File: src/rtl/puc_defines.svh
// constants for the pattern-unlocked clock access block
`ifndef PUC_DEFINES_SVH
`define PUC_DEFINES_SVH
`define PUC_CLK_MHZ      40
`define PUC_PAT_BITS     64
`define PUC_PAT_LAST     6'h3f
`define PUC_PATTERN      64'h5ca3_3ac5_5ca3_3ac5
`define PUC_RST_IGN_BIT  36
`define PUC_CLOCK_RESET  64'h0000_0000_0000_0000
`define PUC_NSYNC        7
`define PUC_SI_CE        0
`define PUC_SI_OE        1
`define PUC_SI_WE        2
`define PUC_SI_DIN       3
`define PUC_SI_PF        4
`define PUC_SI_ROM       5
`define PUC_SI_RST       6
`define PUC_SYNC_IDLE    7'h47
`define PUC_T_WP_NS      55
`define PUC_T_WR_NS      10
`define PUC_SYNC_MARGIN  5
`define PUC_RECOV_MARGIN 7
`define PUC_STROBE_CYC   (((`PUC_T_WP_NS * `PUC_CLK_MHZ) + 999) / 1000 + `PUC_SYNC_MARGIN)
`define PUC_RECOV_CYC    (((`PUC_T_WR_NS * `PUC_CLK_MHZ) + 999) / 1000 + `PUC_RECOV_MARGIN)
`define PUC_FIFO_DEPTH   4
`define PUC_CMD_W        3
`endif

File: src/rtl/puc_pkg.sv
// types for the pattern-unlocked clock access block
package puc_pkg;
  typedef enum logic [1:0] {
    DEV_DISARM = 2'b00,
    DEV_MATCH  = 2'b01,
    DEV_REJECT = 2'b10,
    DEV_XFER   = 2'b11
  } puc_dev_state_t;

  typedef enum logic [1:0] {
    CMD_READ   = 2'b00,
    CMD_WRITE  = 2'b01,
    CMD_UNLOCK = 2'b10
  } puc_cmd_kind_t;

  typedef enum logic [1:0] {
    HST_IDLE   = 2'b00,
    HST_STROBE = 2'b01,
    HST_RECOV  = 2'b10
  } puc_host_state_t;

  typedef struct packed {
    logic [6:0]     s1;
    logic [6:0]     s2;
    logic [6:0]     s3;
    logic [6:0]     filt;
    logic           rd_act;
    logic           wr_act;
    logic           dlat;
    puc_dev_state_t st;
    logic [5:0]     ptr;
    logic [63:0]    shadow;
    logic [63:0]    regs;
    logic           dirty;
    logic           dout;
    logic           dout_oe;
    logic           ceo_n;
    logic           unl;
  } puc_dev_reg_t;

  typedef struct packed {
    puc_host_state_t st;
    logic [3:0]      cnt;
    logic            unl;
    logic [6:0]      useq;
    logic            ce_n;
    logic            oe_n;
    logic            we_n;
    logic            d;
    logic            rd_valid;
    logic            rd_bit;
    logic            busy;
  } puc_host_reg_t;
endpackage : puc_pkg

File: src/rtl/puc_bus_if.sv
// shared memory socket signals between host and clock device
`timescale 1ns/100ps
interface puc_bus_if;
  logic ce_n;
  logic oe_n;
  logic we_n;
  logic din;
  logic dout;
  logic dout_oe;
  logic ceo_n;

  modport dev (
    input  ce_n,
    input  oe_n,
    input  we_n,
    input  din,
    output dout,
    output dout_oe,
    output ceo_n
  );

  modport host (
    output ce_n,
    output oe_n,
    output we_n,
    output din,
    input  dout,
    input  dout_oe,
    input  ceo_n
  );
endinterface : puc_bus_if

File: src/rtl/puc_host.sv
// host end: command fifo and bus cycle sequencer with unlock pattern generator
`timescale 1ns/100ps
`include "puc_defines.svh"

module puc_fifo #(
  parameter int W     = `PUC_CMD_W,
  parameter int DEPTH = `PUC_FIFO_DEPTH
) (
  input  wire logic         clk,
  input  wire logic         rst_n,
  input  wire logic         in_valid,
  output logic              in_ready,
  input  wire logic [W-1:0] in_data,
  output logic              out_valid,
  input  wire logic         out_ready,
  output logic [W-1:0]      out_data
);
  localparam int AW = $clog2(DEPTH);

  typedef struct packed {
    logic [DEPTH-1:0][W-1:0] mem;
    logic [AW-1:0]           wp;
    logic [AW-1:0]           rp;
    logic [AW:0]             cnt;
    logic                    rdy;
  } puc_fifo_reg_t;

  puc_fifo_reg_t r;
  puc_fifo_reg_t next_r;
  logic          push;
  logic          pop;

  always_comb begin
    next_r = r;
    push   = in_valid & r.rdy;
    pop    = (r.cnt != '0) & out_ready;
    if (push) begin
      next_r.mem[r.wp] = in_data;
      next_r.wp        = (r.wp == AW'(DEPTH - 1)) ? '0 : r.wp + AW'(1);
    end
    if (pop) begin
      next_r.rp = (r.rp == AW'(DEPTH - 1)) ? '0 : r.rp + AW'(1);
    end
    if (push && !pop) begin
      next_r.cnt = r.cnt + (AW + 1)'(1);
    end else if (pop && !push) begin
      next_r.cnt = r.cnt - (AW + 1)'(1);
    end
    next_r.rdy = (next_r.cnt != (AW + 1)'(DEPTH));
  end

  always_ff @(posedge clk or negedge rst_n) begin
    if (!rst_n) begin
      r <= '{rdy: 1'b1, default: '0};
    end else begin
      r <= next_r;
    end
  end

  assign in_ready  = r.rdy;
  assign out_valid = (r.cnt != '0);
  assign out_data  = r.mem[r.rp];
endmodule : puc_fifo

module puc_host (
  input  wire logic            clk,
  input  wire logic            rst_n,
  puc_bus_if.host              bus,
  input  wire logic            cmd_valid,
  output logic                 cmd_ready,
  input  puc_pkg::puc_cmd_kind_t cmd_kind,
  input  wire logic            cmd_bit,
  output logic                 rd_valid,
  output logic                 rd_bit,
  output logic                 busy
);
  import puc_pkg::*;

  localparam logic [3:0] STROBE_LAST = 4'(`PUC_STROBE_CYC - 1);
  localparam logic [3:0] RECOV_LAST  = 4'(`PUC_RECOV_CYC - 1);
  localparam logic [6:0] UNL_LAST    = 7'(`PUC_PAT_BITS);
  localparam logic [63:0] PAT        = `PUC_PATTERN;

  puc_host_reg_t             r;
  puc_host_reg_t             next_r;
  logic                      f_valid;
  logic                      f_ready;
  logic [`PUC_CMD_W-1:0]     f_data;
  logic                      go;
  logic                      go_wr;
  logic                      go_bit;

  puc_fifo #(
    .W     (`PUC_CMD_W),
    .DEPTH (`PUC_FIFO_DEPTH)
  ) u_fifo (
    .clk       (clk),
    .rst_n     (rst_n),
    .in_valid  (cmd_valid),
    .in_ready  (cmd_ready),
    .in_data   ({cmd_kind, cmd_bit}),
    .out_valid (f_valid),
    .out_ready (f_ready),
    .out_data  (f_data)
  );

  always_comb begin
    next_r          = r;
    next_r.rd_valid = 1'b0;
    go              = 1'b0;
    go_wr           = 1'b0;
    go_bit          = 1'b0;
    f_ready         = (r.st == HST_IDLE) && !r.unl;
    case (r.st)
      HST_IDLE: begin
        if (r.unl) begin
          // a read first, then 64 pattern writes with no read between
          go     = 1'b1;
          go_wr  = (r.useq != '0);
          go_bit = (r.useq != '0) ? PAT[6'(r.useq - 7'h01)] : 1'b0;
        end else if (f_valid) begin
          if (f_data[2:1] == CMD_UNLOCK) begin
            next_r.unl  = 1'b1;
            next_r.useq = '0;
          end else begin
            go     = 1'b1;
            go_wr  = (f_data[2:1] == CMD_WRITE);
            go_bit = f_data[0];
          end
        end
      end
      HST_STROBE: begin
        if (r.cnt == '0) begin
          if (!r.oe_n && !r.unl) begin
            next_r.rd_valid = 1'b1;
            next_r.rd_bit   = bus.dout_oe & bus.dout;
          end
          next_r.ce_n = 1'b1;
          next_r.oe_n = 1'b1;
          next_r.we_n = 1'b1;
          next_r.st   = HST_RECOV;
          next_r.cnt  = RECOV_LAST;
        end else begin
          next_r.cnt = r.cnt - 4'h1;
        end
      end
      HST_RECOV: begin
        if (r.cnt == '0) begin
          next_r.st = HST_IDLE;
          if (r.unl) begin
            if (r.useq == UNL_LAST) begin
              next_r.unl  = 1'b0;
              next_r.useq = '0;
            end else begin
              next_r.useq = r.useq + 7'h01;
            end
          end
        end else begin
          next_r.cnt = r.cnt - 4'h1;
        end
      end
      default: begin
        next_r.st = HST_IDLE;
      end
    endcase
    if (go) begin
      next_r.st   = HST_STROBE;
      next_r.cnt  = STROBE_LAST;
      next_r.ce_n = 1'b0;
      next_r.oe_n = go_wr;
      next_r.we_n = ~go_wr;
      next_r.d    = go_bit;
    end
    next_r.busy = (next_r.st != HST_IDLE) | next_r.unl;
  end

  always_ff @(posedge clk or negedge rst_n) begin
    if (!rst_n) begin
      r <= '{st: HST_IDLE, ce_n: 1'b1, oe_n: 1'b1, we_n: 1'b1, default: '0};
    end else begin
      r <= next_r;
    end
  end

  assign bus.ce_n = r.ce_n;
  assign bus.oe_n = r.oe_n;
  assign bus.we_n = r.we_n;
  assign bus.din  = r.d;
  assign rd_valid = r.rd_valid;
  assign rd_bit   = r.rd_bit;
  assign busy     = r.busy;
endmodule : puc_host

File: src/flat_wrapper.sv
// flat-port wrapper written by rule: the top's interface ports become plain ports
module puc_host_flat import puc_pkg::*;
  (clk, rst_n, cmd_valid, cmd_ready, cmd_kind, cmd_bit, rd_valid, rd_bit, busy, bus_ce_n, bus_oe_n, bus_we_n, bus_din, bus_dout, bus_dout_oe, bus_ceo_n);
  puc_bus_if bus_i ();
  input  wire logic clk;
  input  wire logic rst_n;
  input  wire logic cmd_valid;
  output logic cmd_ready;
  input  puc_pkg::puc_cmd_kind_t cmd_kind;
  input  wire logic cmd_bit;
  output logic rd_valid;
  output logic rd_bit;
  output logic busy;
  output wire logic [$bits(bus_i.ce_n)-1:0] bus_ce_n;
  output wire logic [$bits(bus_i.oe_n)-1:0] bus_oe_n;
  output wire logic [$bits(bus_i.we_n)-1:0] bus_we_n;
  output wire logic [$bits(bus_i.din)-1:0] bus_din;
  input wire logic [$bits(bus_i.dout)-1:0] bus_dout;
  input wire logic [$bits(bus_i.dout_oe)-1:0] bus_dout_oe;
  input wire logic [$bits(bus_i.ceo_n)-1:0] bus_ceo_n;
  assign bus_ce_n = bus_i.ce_n;
  assign bus_oe_n = bus_i.oe_n;
  assign bus_we_n = bus_i.we_n;
  assign bus_din = bus_i.din;
  assign bus_i.dout = bus_dout;
  assign bus_i.dout_oe = bus_dout_oe;
  assign bus_i.ceo_n = bus_ceo_n;
  puc_host u_core (.clk(clk), .rst_n(rst_n), .bus(bus_i), .cmd_valid(cmd_valid), .cmd_ready(cmd_ready), .cmd_kind(cmd_kind), .cmd_bit(cmd_bit), .rd_valid(rd_valid), .rd_bit(rd_bit), .busy(busy));
endmodule
File: config.mk
export PLATFORM = sky130hd
export DESIGN_NAME = puc_host_flat
export DESIGN_NICKNAME = d
export VERILOG_FILES = /design/src/rtl/puc_pkg.sv /design/src/rtl/puc_bus_if.sv /design/src/rtl/puc_host.sv /design/src/flat_wrapper.sv
export VERILOG_INCLUDE_DIRS = /design/src /design/src/rtl
export SDC_FILE = /design/constraint.sdc
export NUM_CORES = 1
export LEC_CHECK = 0
export ABC_AREA = 1
export BUFFER_PORTS_ARGS = -buffer_cell sky130_fd_sc_hd__clkbuf_2
export CAP_MARGIN = 20
export CORE_MARGIN = 5
export CORE_UTILIZATION = 54
export CTS_CLUSTER_DIAMETER = 150
export DETAILED_ROUTE_END_ITERATION = 16
export PLACE_DENSITY_LB_ADDON = 0.2
export SLEW_MARGIN = 20
export SYNTH_ARGS = -nofsm -noshare
export SYNTH_HDL_FRONTEND = slang
export SYNTH_HIERARCHICAL = 1
export SYNTH_SLANG_ARGS = --single-unit
export TNS_END_PERCENT = 20
File: constraint.sdc
create_clock -name clk -period 1.7 [get_ports clk]
set_clock_uncertainty 0.05 [all_clocks]
set_input_delay 0.17 -clock clk [delete_from_list [all_inputs] [get_ports clk]]
set_output_delay 0.17 -clock clk [all_outputs]
set_load 0.05 [all_outputs]
==> results.cfg, run 1 <==
[setup_path]
arrival_ns = 1.88
crit_required_ns = 1.84
startpoint_type = flip-flop
end_kind = flip-flop
worst-setup-path-type = flip-flop to flip-flop
cp_max_fo = 6

[cells_and_area]
final_util_pct = 65.7
nNetsFinal = 352
drive_gt1_share_pct = 29.5
antenna_cells = 0
fin_cells = 384
n_fill_cell = 378
layout-area-overhead-vs-synth_pct = 19.8
design_area_um2 = 2800

[timing]
period_share_pct = 102
finalMaxSlewViolations = 0
worst_pin_slew_ns = 0.491
setup_slack_ns = -0.0387
relSlewSlack_pct = 67.3
rsz0062_at_grt = true
hold_viol = 0
setup_viol = 5
fmax_mhz = 575
period_needed_ns = 1.74

[drt]
wl_um = 4590
antenna_left = 0
route.detailed.drc = 0
firstDrtPassIters = 4
vias = 1954
vias_per_cell = 5.09
wire_per_inst_um = 12.0
drtIter0Drc = 147

[yosys]
yosysWarnings = 6
syn_inst = 287
synth_top_area_cell = dfrtp_1
yosys-top-cells-area = dfrtp_1, nand2_1, ha_1, o21ai_0, dfstp_2
syn-cell-area_um2 = 2340
synth_seq_area_share_pct = 44.1
synth_area_per_cell_um2 = 8.15
synth_edf_count = 0
synthFlopType = dfrtp_1
ys_seq_elements = 41
synth_most_common_cell = nand2_1
synth_top_area_share_pct = 39.6
async_flop_share_pct = 100
syn-num-nets = 308
ys_top_cells_by_count = nand2_1, dfrtp_1, inv_1, o21ai_0, nor2_1
ys_types = 27

[placed_design]
io_buffers = 15
globalplace.congestion = 0.837
dp_hpwl_um = 3470
place_inst = 369
place_area_um2 = 2620

[grt]
grtUsageTotal_pct = 18.3
grt-ovfl-total = 0
grt_antenna_before_repair = 0
grt_pass1_vias = 1860
grt_first_pass_wirelength_um = 8020
grt_max_degree = 24

[die]
die_area_um2 = 5750
die_w_um = 75.8
pin_count = 17
rows = 24
initial_core_util_pct = 54.8
chipHeight_um = 75.8
core-area_um2 = 4260

[power_and_ir_drop]
powerDensity_nw_per_um2 = 1610
ir_drop_v = 0.00114
leakage_nw = 1.41

[cts]
path_clk_slew_ns = 0.08
insertion_delay_ns = 0.29
cts_buffer_depth = 2
clock_sinks = 41
cts_htree_levels = 2
cts_tree = built
cts-buffers-inserted = 5
root_buffer = clkbuf_8

[outcome]
status = finished with violations
violations = negative setup slack

[job]
cap_viol_max_count = 0

[hold_path]
hold_class = input port to flip-flop
-- worst paths after layout --
check	slack, ns	depth (start not counted)	end	from
max	-0.04	12	u_core/r[13]	u_core/u_fifo/r[4]
min in group asynchronous	0.33	2	u_core/u_fifo/r[7]	rst_n
max reg2reg	-0.04	12	u_core/r[13]	u_core/u_fifo/r[4]
max in group asynchronous	0.79	3	u_core/r[17]	rst_n
min	0.07	3	u_core/rd_bit	bus_dout
min reg2reg	0.45	2	u_core/r[15]	u_core/r[15]
-- flip-flops by register name, indices dropped and copies added, names as in the netlist --
name	count
u_core/busy	1
u_core/bus.oe_n	1
u_core/bus.din	1
u_core/rd_bit	1
u_core/rd_valid	1
u_core/u_fifo/in_ready	1
u_core/bus.we_n	1
u_core/r	14
u_core/bus.ce_n	1
u_core/u_fifo/r	19
-- worst max-delay path: stages (launching register included) --
cell and delay [ns]:
dfrtp_2 0.45, inv_4 0.10, nor2_2 0.04, o22ai_2 0.15
inv_2 0.07, nor2_4 0.15, nand2_2 0.10, a21oi_4 0.18
nand2_4 0.10, inv_4 0.09, o21ai_2 0.05, nand2_1 0.07
nor2_1 0.04
-- where the power goes --
group          total [mW]  internal, mW  switching, mW
clock network       0.642         0.331          0.311
logic                2.24         0.918           1.32
registers            1.62          1.35          0.266
-- what timing repair did --
item	4_1_cts	5_1_grt
setup endpoints to repair	7	19
gates resized for setup	1	13
hold buffers	1	0
setup buffers	2	4
pin swaps	2	6
endpoints found under the hold margin	14	0
-- routing by layer --
metal	GRT usage, %	up-vias	share of wire (%)
met4	6.21	0	1.1
met5	0	-	0
li1	-	1014	-
met1	22.7	909	45
met3	4.49	7	3.1
met2	30.9	24	51
-- placed cells by master, fill, tap and decap left out, drive strengths merged --
| cell type | synthesis | final |
|---|---|---|
| dfstp | 4 | 4 |
| clkinv | 2 | 2 |
| dlygate4sd3 | 0 | 1 |
| nor3 | 5 | 5 |
| dfrtp | 37 | 37 |
| o22ai | 5 | 5 |
| nand4 | 2 | 2 |
| o21ai | 36 | 36 |
| buf | 0 | 21 |
| nor2 | 33 | 33 |
| a21oi | 10 | 10 |
| nand3 | 22 | 22 |
| inv | 37 | 37 |
| nand2 | 80 | 80 |
| xor2 | 2 | 2 |
| ha | 12 | 12 |
| clkbuf | 0 | 23 |
-- kinds of logic (layout without fill, tap and decap cells) --
logic type,Yosys count,after routing,synth area share (%)
AND/OR/NAND/NOR,142,142,29.4
buffers and inverters,39,84,6.42
AO/OA/AOI/OAI,51,51,12.9
adder cells (fa/ha/maj),12,12,6.42
flip-flops,41,41,44.1
XOR/XNOR,2,2,0.749
-- final cells by class --
cell class              count  area (um2)  share of cell area (%)
repair buffers             37         268                    9.56
well taps                  52        65.1                    2.32
flip-flops and latches     41        1030                    36.8
multi-input cells         207        1190                    42.6
inverters                  39         153                    5.45
clock buffers               8        90.1                    3.22
-- through the flow --
step,power [mW],setup slack (ns),hold slack [ns],TNS [ns]
after detailed placement,3.68,-0.0895,0.111,-0.363
final,4.50,-0.0387,0.0744,-0.118
after floorplan,3.06,0.0181,-0.176,0
after global routing,4.93,-0.179,0.0938,-1.06
after global placement,3.63,-0.0681,0.106,-0.183
after CTS,4.39,-0.0892,0.0694,-0.361
Note: power is estimated with default switching activity, not from simulation.
==> inputs of run 2 (changes only) <==
--- a/config.mk
+++ b/config.mk
@@ -14,4 +14,5 @@
 export CTS_CLUSTER_DIAMETER = 150
 export DETAILED_ROUTE_END_ITERATION = 16
+export MAX_ROUTING_LAYER = met4
 export PLACE_DENSITY_LB_ADDON = 0.2
 export SLEW_MARGIN = 20
==> constraint.sdc (replaced) <==
create_clock -name clk -period 1.7 [get_ports clk]
set_clock_uncertainty 0.05 [all_clocks]
set_input_delay 0.255 -clock clk [delete_from_list [all_inputs] [get_ports clk]]
set_output_delay 0.255 -clock clk [all_outputs]
set_load 0.05 [all_outputs]
==> run 2 against run 1 <==
The run still ends with negative setup slack left. Worst setup slack worse by 0.059 ns. Clock-buffer cell count stayed put. Fmax is 3.3% lower. Power is 2.9% higher. Register-to-register slack worse by 0.06 ns. Largest cell class unchanged.
==> results.cfg, run 2 (synthesis gave the netlist of run 1 again) <==
[power_and_ir_drop]
p_sw_mw = 1.98
pwr-share-clk_pct = 13.1
ir_drop_v = 0.00115
p_seq_share_pct = 35.0
powerDensity_nw_per_um2 = 1640
p_int_mw = 2.66
swShare_pct = 42.6
p_comb_share_pct = 51.9
leakage_nw = 1.42

[outcome]
status = finished with violations
violations = negative setup slack

[cts]
root_buffer = clkbuf_8
insertion_delay_ns = 0.29
clock_sinks = 41
cts_buffer_depth = 2
path_clk_slew_ns = 0.07
cts-buffers-inserted = 5
cts_htree_levels = 2
cts_tree = built

[cells_and_area]
reg_top3 = u_core/u_fifo/r: 19 flops, u_core/r: 14 flops
n_fill_cell = 370
final_common_cell = nand2_1
largest_register_ffs = 19
design_area_um2 = 2830
largest_register = u_core/u_fifo/r
final_cell_mix = nand2_1, dfrtp_1, inv_1
nNetsFinal = 353
drive_gt1_share_pct = 30.9
antenna_cells = 0
layout-area-overhead-vs-synth_pct = 20.9

[timing]
rsz0062_at_grt = true
relSlewSlack_pct = 69.0
hold_ws_ns = 0.160
setup_viol = 6
period_needed_ns = 1.80
period_share_pct = 106
worst_pin_slew_ns = 0.465
finalMaxSlewViolations = 0
setup_slack_ns = -0.0976
hold_viol = 0
fmax_mhz = 556

[hold_path]
hp-start = bus_dout
hold_class = input port to flip-flop
holdPathStages = 3

[setup_path]
regToRegStartpoint = u_core/u_fifo/r[4]
startpoint_type = flip-flop
cp_max_fo = 6
startpoint = u_core/u_fifo/r[4]
rr_worst_depth = 10
end_kind = flip-flop
worst-setup-path-type = flip-flop to flip-flop
arrival_ns = 1.93
crit_required_ns = 1.83

[drt]
wire_per_inst_um = 12.2
antenna_left = 0
wl_um = 4700
drtIter0Drc = 94
vias_per_cell = 5.20
firstDrtPassIters = 4
route.detailed.drc = 0
vias = 2002

[placed_design]
io_buffers = 15
place_area_um2 = 2620
dp_hpwl_um = 3590
dpl_worst_slack_ns = -0.126
globalplace.congestion = 0.849

[die]
initial_core_util_pct = 54.8
rows = 24
chipHeight_um = 75.8
die_w_um = 75.8
pin_count = 17
core-area_um2 = 4260
die_area_um2 = 5750

[grt]
grt-ovfl-total = 0
grt_first_pass_wirelength_um = 7990
grt_antenna_before_repair = 0
grtUsageTotal_pct = 18.8
grt_max_degree = 25
grt_pass1_vias = 1859

[job]
cap_viol_max_count = 0
==> run 2: path summary, 6_finish.rpt <==
kind / end / slack (ns)
max: u_core/r[17] / -0.1
min: u_core/rd_bit / 0.16
max reg2reg: u_core/r[17] / -0.1
min reg2reg: u_core/u_fifo/r[14] / 0.44
max in group asynchronous: u_core/bus.oe_n / 0.64
min in group asynchronous: u_core/u_fifo/r[9] / 0.40
==> run 2: metrics by stage <==
stage	util (%)	TNS, ns	std cells	total power, mW
floorplan	-	0	287	3.06
global placement	61.4	-0.219	369	3.63
detailed placement	61.4	-0.614	369	3.71
CTS	64.4	-0.238	382	4.46
global route	66.3	-1.15	385	5.01
finish	66.3	-0.250	385	4.63
==> run 2: metal layers <==
layer | global-route usage [%] | wire, um | up-vias
met5 | - | 0 | -
met4 | 5.83 | 65 | 0
met3 | 4.35 | 105 | 6
met2 | 30.8 | 2360 | 17
met1 | 22.9 | 2160 | 964
li1 | - | - | 1015
==> run 2: timing repair <==
item | 4_1_cts | 5_1_grt
buffers inserted | 4 | 3
hold buffers | 1 | 0
pin swaps | 4 | 8
resized for setup | 5 | 19
hold endpoints to repair | 17 | 0
setup endpoints to repair | 10 | 17
==> run 2: power groups by stage <==
| stage | sequential (mW) | clock (mW) | combinational (mW) |
|---|---|---|---|
| floorplan | 1.79 | 0 | 1.27 |
| global placement | 1.60 | 0 | 2.02 |
| detailed placement | 1.61 | 0 | 2.10 |
| CTS | 1.60 | 0.630 | 2.23 |
| global route | 1.66 | 0.669 | 2.67 |
| finish | 1.62 | 0.605 | 2.41 |
==> run 2: worst max-delay path, cell delays in order, from the launching register on <==
cell and delay, ns:
dfrtp_2 0.46, o21ai_0 0.24, o22ai_2 0.11, inv_2 0.09, nor2_4 0.04, buf_6 0.12, o21ai_4 0.20, buf_12 0.14
nor2_4 0.04, o21ai_1 0.12, o21ai_1 0.07
==> run 2: final cells by class <==
class                           instances  area [um2]  area share, %
Multi-Input combinational cell        207        1210           42.8
Tap cell                               52        65.1           2.30
Sequential cell                        41        1030           36.5
Inverter                               39         153           5.40
Timing Repair Buffer                   38         287           10.1
Clock buffer                            8        80.1           2.83
==> inputs of run 3 (changes only) <==
Settings changed: CORE_UTILIZATION 54 to 60.
Clock period 1.7 ns to 2.07 ns, I/O delays scaled along.
==> run 3 against run 2 <==
The flow now finishes without violations. Wire length fell by 8.0%. Sequential power fell by 19%. Die area fell by 8.7%. Sequential share of layout area rose by 3.4 points. Non-clock buffer count fell by 20. Final cell count fell by 6.2%. Utilization rose by 3.3 points. Critical path depth rose by 2. Via count fell by 7.6%.
==> results.cfg, run 3 (synthesis gave the netlist of run 1 again) <==
[cts]
cts_buffer_depth = 2
path_clk_slew_ns = 0.08
root_buffer = clkbuf_8
cts_setup_buffers = 0
cts-buffers-inserted = 5
cts_htree_levels = 2
insertion_delay_ns = 0.29
clock_sinks = 41
cts_tree = built

[drt]
wl_um = 4320
drtIter0Drc = 82
route.detailed.drc = 0
wire_per_inst_um = 12.0
vias = 1850
vias_per_cell = 5.12
firstDrtPassIters = 4
antenna_left = 0

[cells_and_area]
largest_register = u_core/u_fifo/r
design_area_um2 = 2590
multi_input_comb_area_um2 = 1160
final_cell_mix = nand2_1, dfrtp_1, o21ai_0
reg_top3 = u_core/u_fifo/r: 19 flops, u_core/r: 14 flops
seq_area_um2 = 1030
largest_register_ffs = 19
layout-area-overhead-vs-synth_pct = 10.6
nNetsFinal = 333
fin_cells = 361
antenna_cells = 0
drive_gt1_share_pct = 22.7
final_util_pct = 69.6
n_fill_cell = 309
final_common_cell = nand2_1

[timing]
period_share_pct = 91.4
fmax_mhz = 529
worst_pin_slew_ns = 0.641
setup_viol = 0
finalMaxSlewViolations = 0
period_needed_ns = 1.89
hold_viol = 0
relSlewSlack_pct = 57.3
rsz0062_at_grt = false
tns_ns = 0

[power_and_ir_drop]
powerDensity_nw_per_um2 = 1290
total_power_mw = 3.33
leakage_nw = 1.30
ir_drop_v = 0.000832

[grt]
grt_antenna_before_repair = 0
grt-ovfl-total = 0
grt_max_degree = 27
grtUsageTotal_pct = 19.2
grt_first_pass_wirelength_um = 7670
grt_pass1_vias = 1778

[die]
chipHeight_um = 72.4
die_w_um = 72.4
die_area_um2 = 5250
initial_core_util_pct = 62.9
rows = 22
core-area_um2 = 3720
pin_count = 17

[job]
cap_viol_max_count = 0

[placed_design]
dp_hpwl_um = 3340
io_buffers = 15
globalplace.congestion = 0.832
place_inst = 352
place_area_um2 = 2490

[outcome]
status = finished, final reports clean

[setup_path]
crit_required_ns = 2.21
end_kind = flip-flop
startpoint_type = flip-flop
worst-setup-path-type = flip-flop to flip-flop
cp_max_fo = 9
arrival_ns = 2.04

[hold_path]
hold_class = input port to flip-flop
==> run 3: changes by cell type in the layout (fill, tap and decap cells not counted), moves of 3 or more <==
cell	delta
buf_6	-3
a21oi_2	-3
nor2_1	+3
nand2_1	+3
a21oi_1	+3
o21ai_1	-3
nand2_2	-3
o21ai_0	+4
buf_4	-15
==> run 3: final timing paths <==
path                                    start                  end  slack (ns)  cells past startpoint
min in group asynchronous               rst_n  u_core/u_fifo/r[12]        0.52                      2
min                                  bus_dout        u_core/rd_bit        0.22                      3
min reg2reg                      u_core/r[15]         u_core/r[15]        0.44                      2
max reg2reg                u_core/u_fifo/r[4]         u_core/r[13]        0.18                     12
max in group asynchronous               rst_n      u_core/bus.we_n        0.80                      3
max                        u_core/u_fifo/r[4]         u_core/r[13]        0.18                     12
==> run 3: through the flow <==
stage	hold slack, ns	setup WS, ns
global route	0.223	0.0339
finish	0.219	0.178
floorplan	-0.0351	0.356
global placement	0.305	0.142
detailed placement	0.305	0.102
CTS	0.208	0.0905
==> run 3: report_power, final <==
group	switching (mW)	internal [mW]	total, mW
logic	0.999	0.495	1.49
clock network	0.280	0.237	0.517
registers	0.206	1.11	1.31
==> run 3: worst max-delay path: stages (launching register included) <==
cell and delay (ns):
dfrtp_2 0.47, inv_2 0.12, o21ai_0 0.09, o22ai_1 0.18, inv_2 0.08, nor2_4 0.13
nand2_1 0.14, a21oi_4 0.19, nand2_4 0.10, inv_4 0.09, o21ai_2 0.05, nand2_1 0.06
nor2_1 0.04
==> run 3: final cells by class <==
| class | count | share of cell area, % |
|---|---|---|
| Clock inverter | 2 | 0.580 |
| Tap cell | 48 | 2.32 |
| Inverter | 39 | 5.80 |
| Timing Repair Buffer | 18 | 3.87 |
| Sequential cell | 41 | 39.9 |
| Clock buffer | 6 | 2.80 |
| Multi-Input combinational cell | 207 | 44.7 |
==> run 3: per-layer routing <==
layer,vias to the layer above,track usage [%],share of wire (%)
met3,4,4.29,3.1
met1,846,23.4,47
met4,0,8.40,1.3
met2,20,30.4,49
met5,-,-,0
li1,980,-,-
==> run 3: timing repair <==
action	CTS	global route
hold buffers	1	0
gates resized for setup	0	2
endpoints found under the hold margin	22	0
endpoints found under the setup margin	0	6
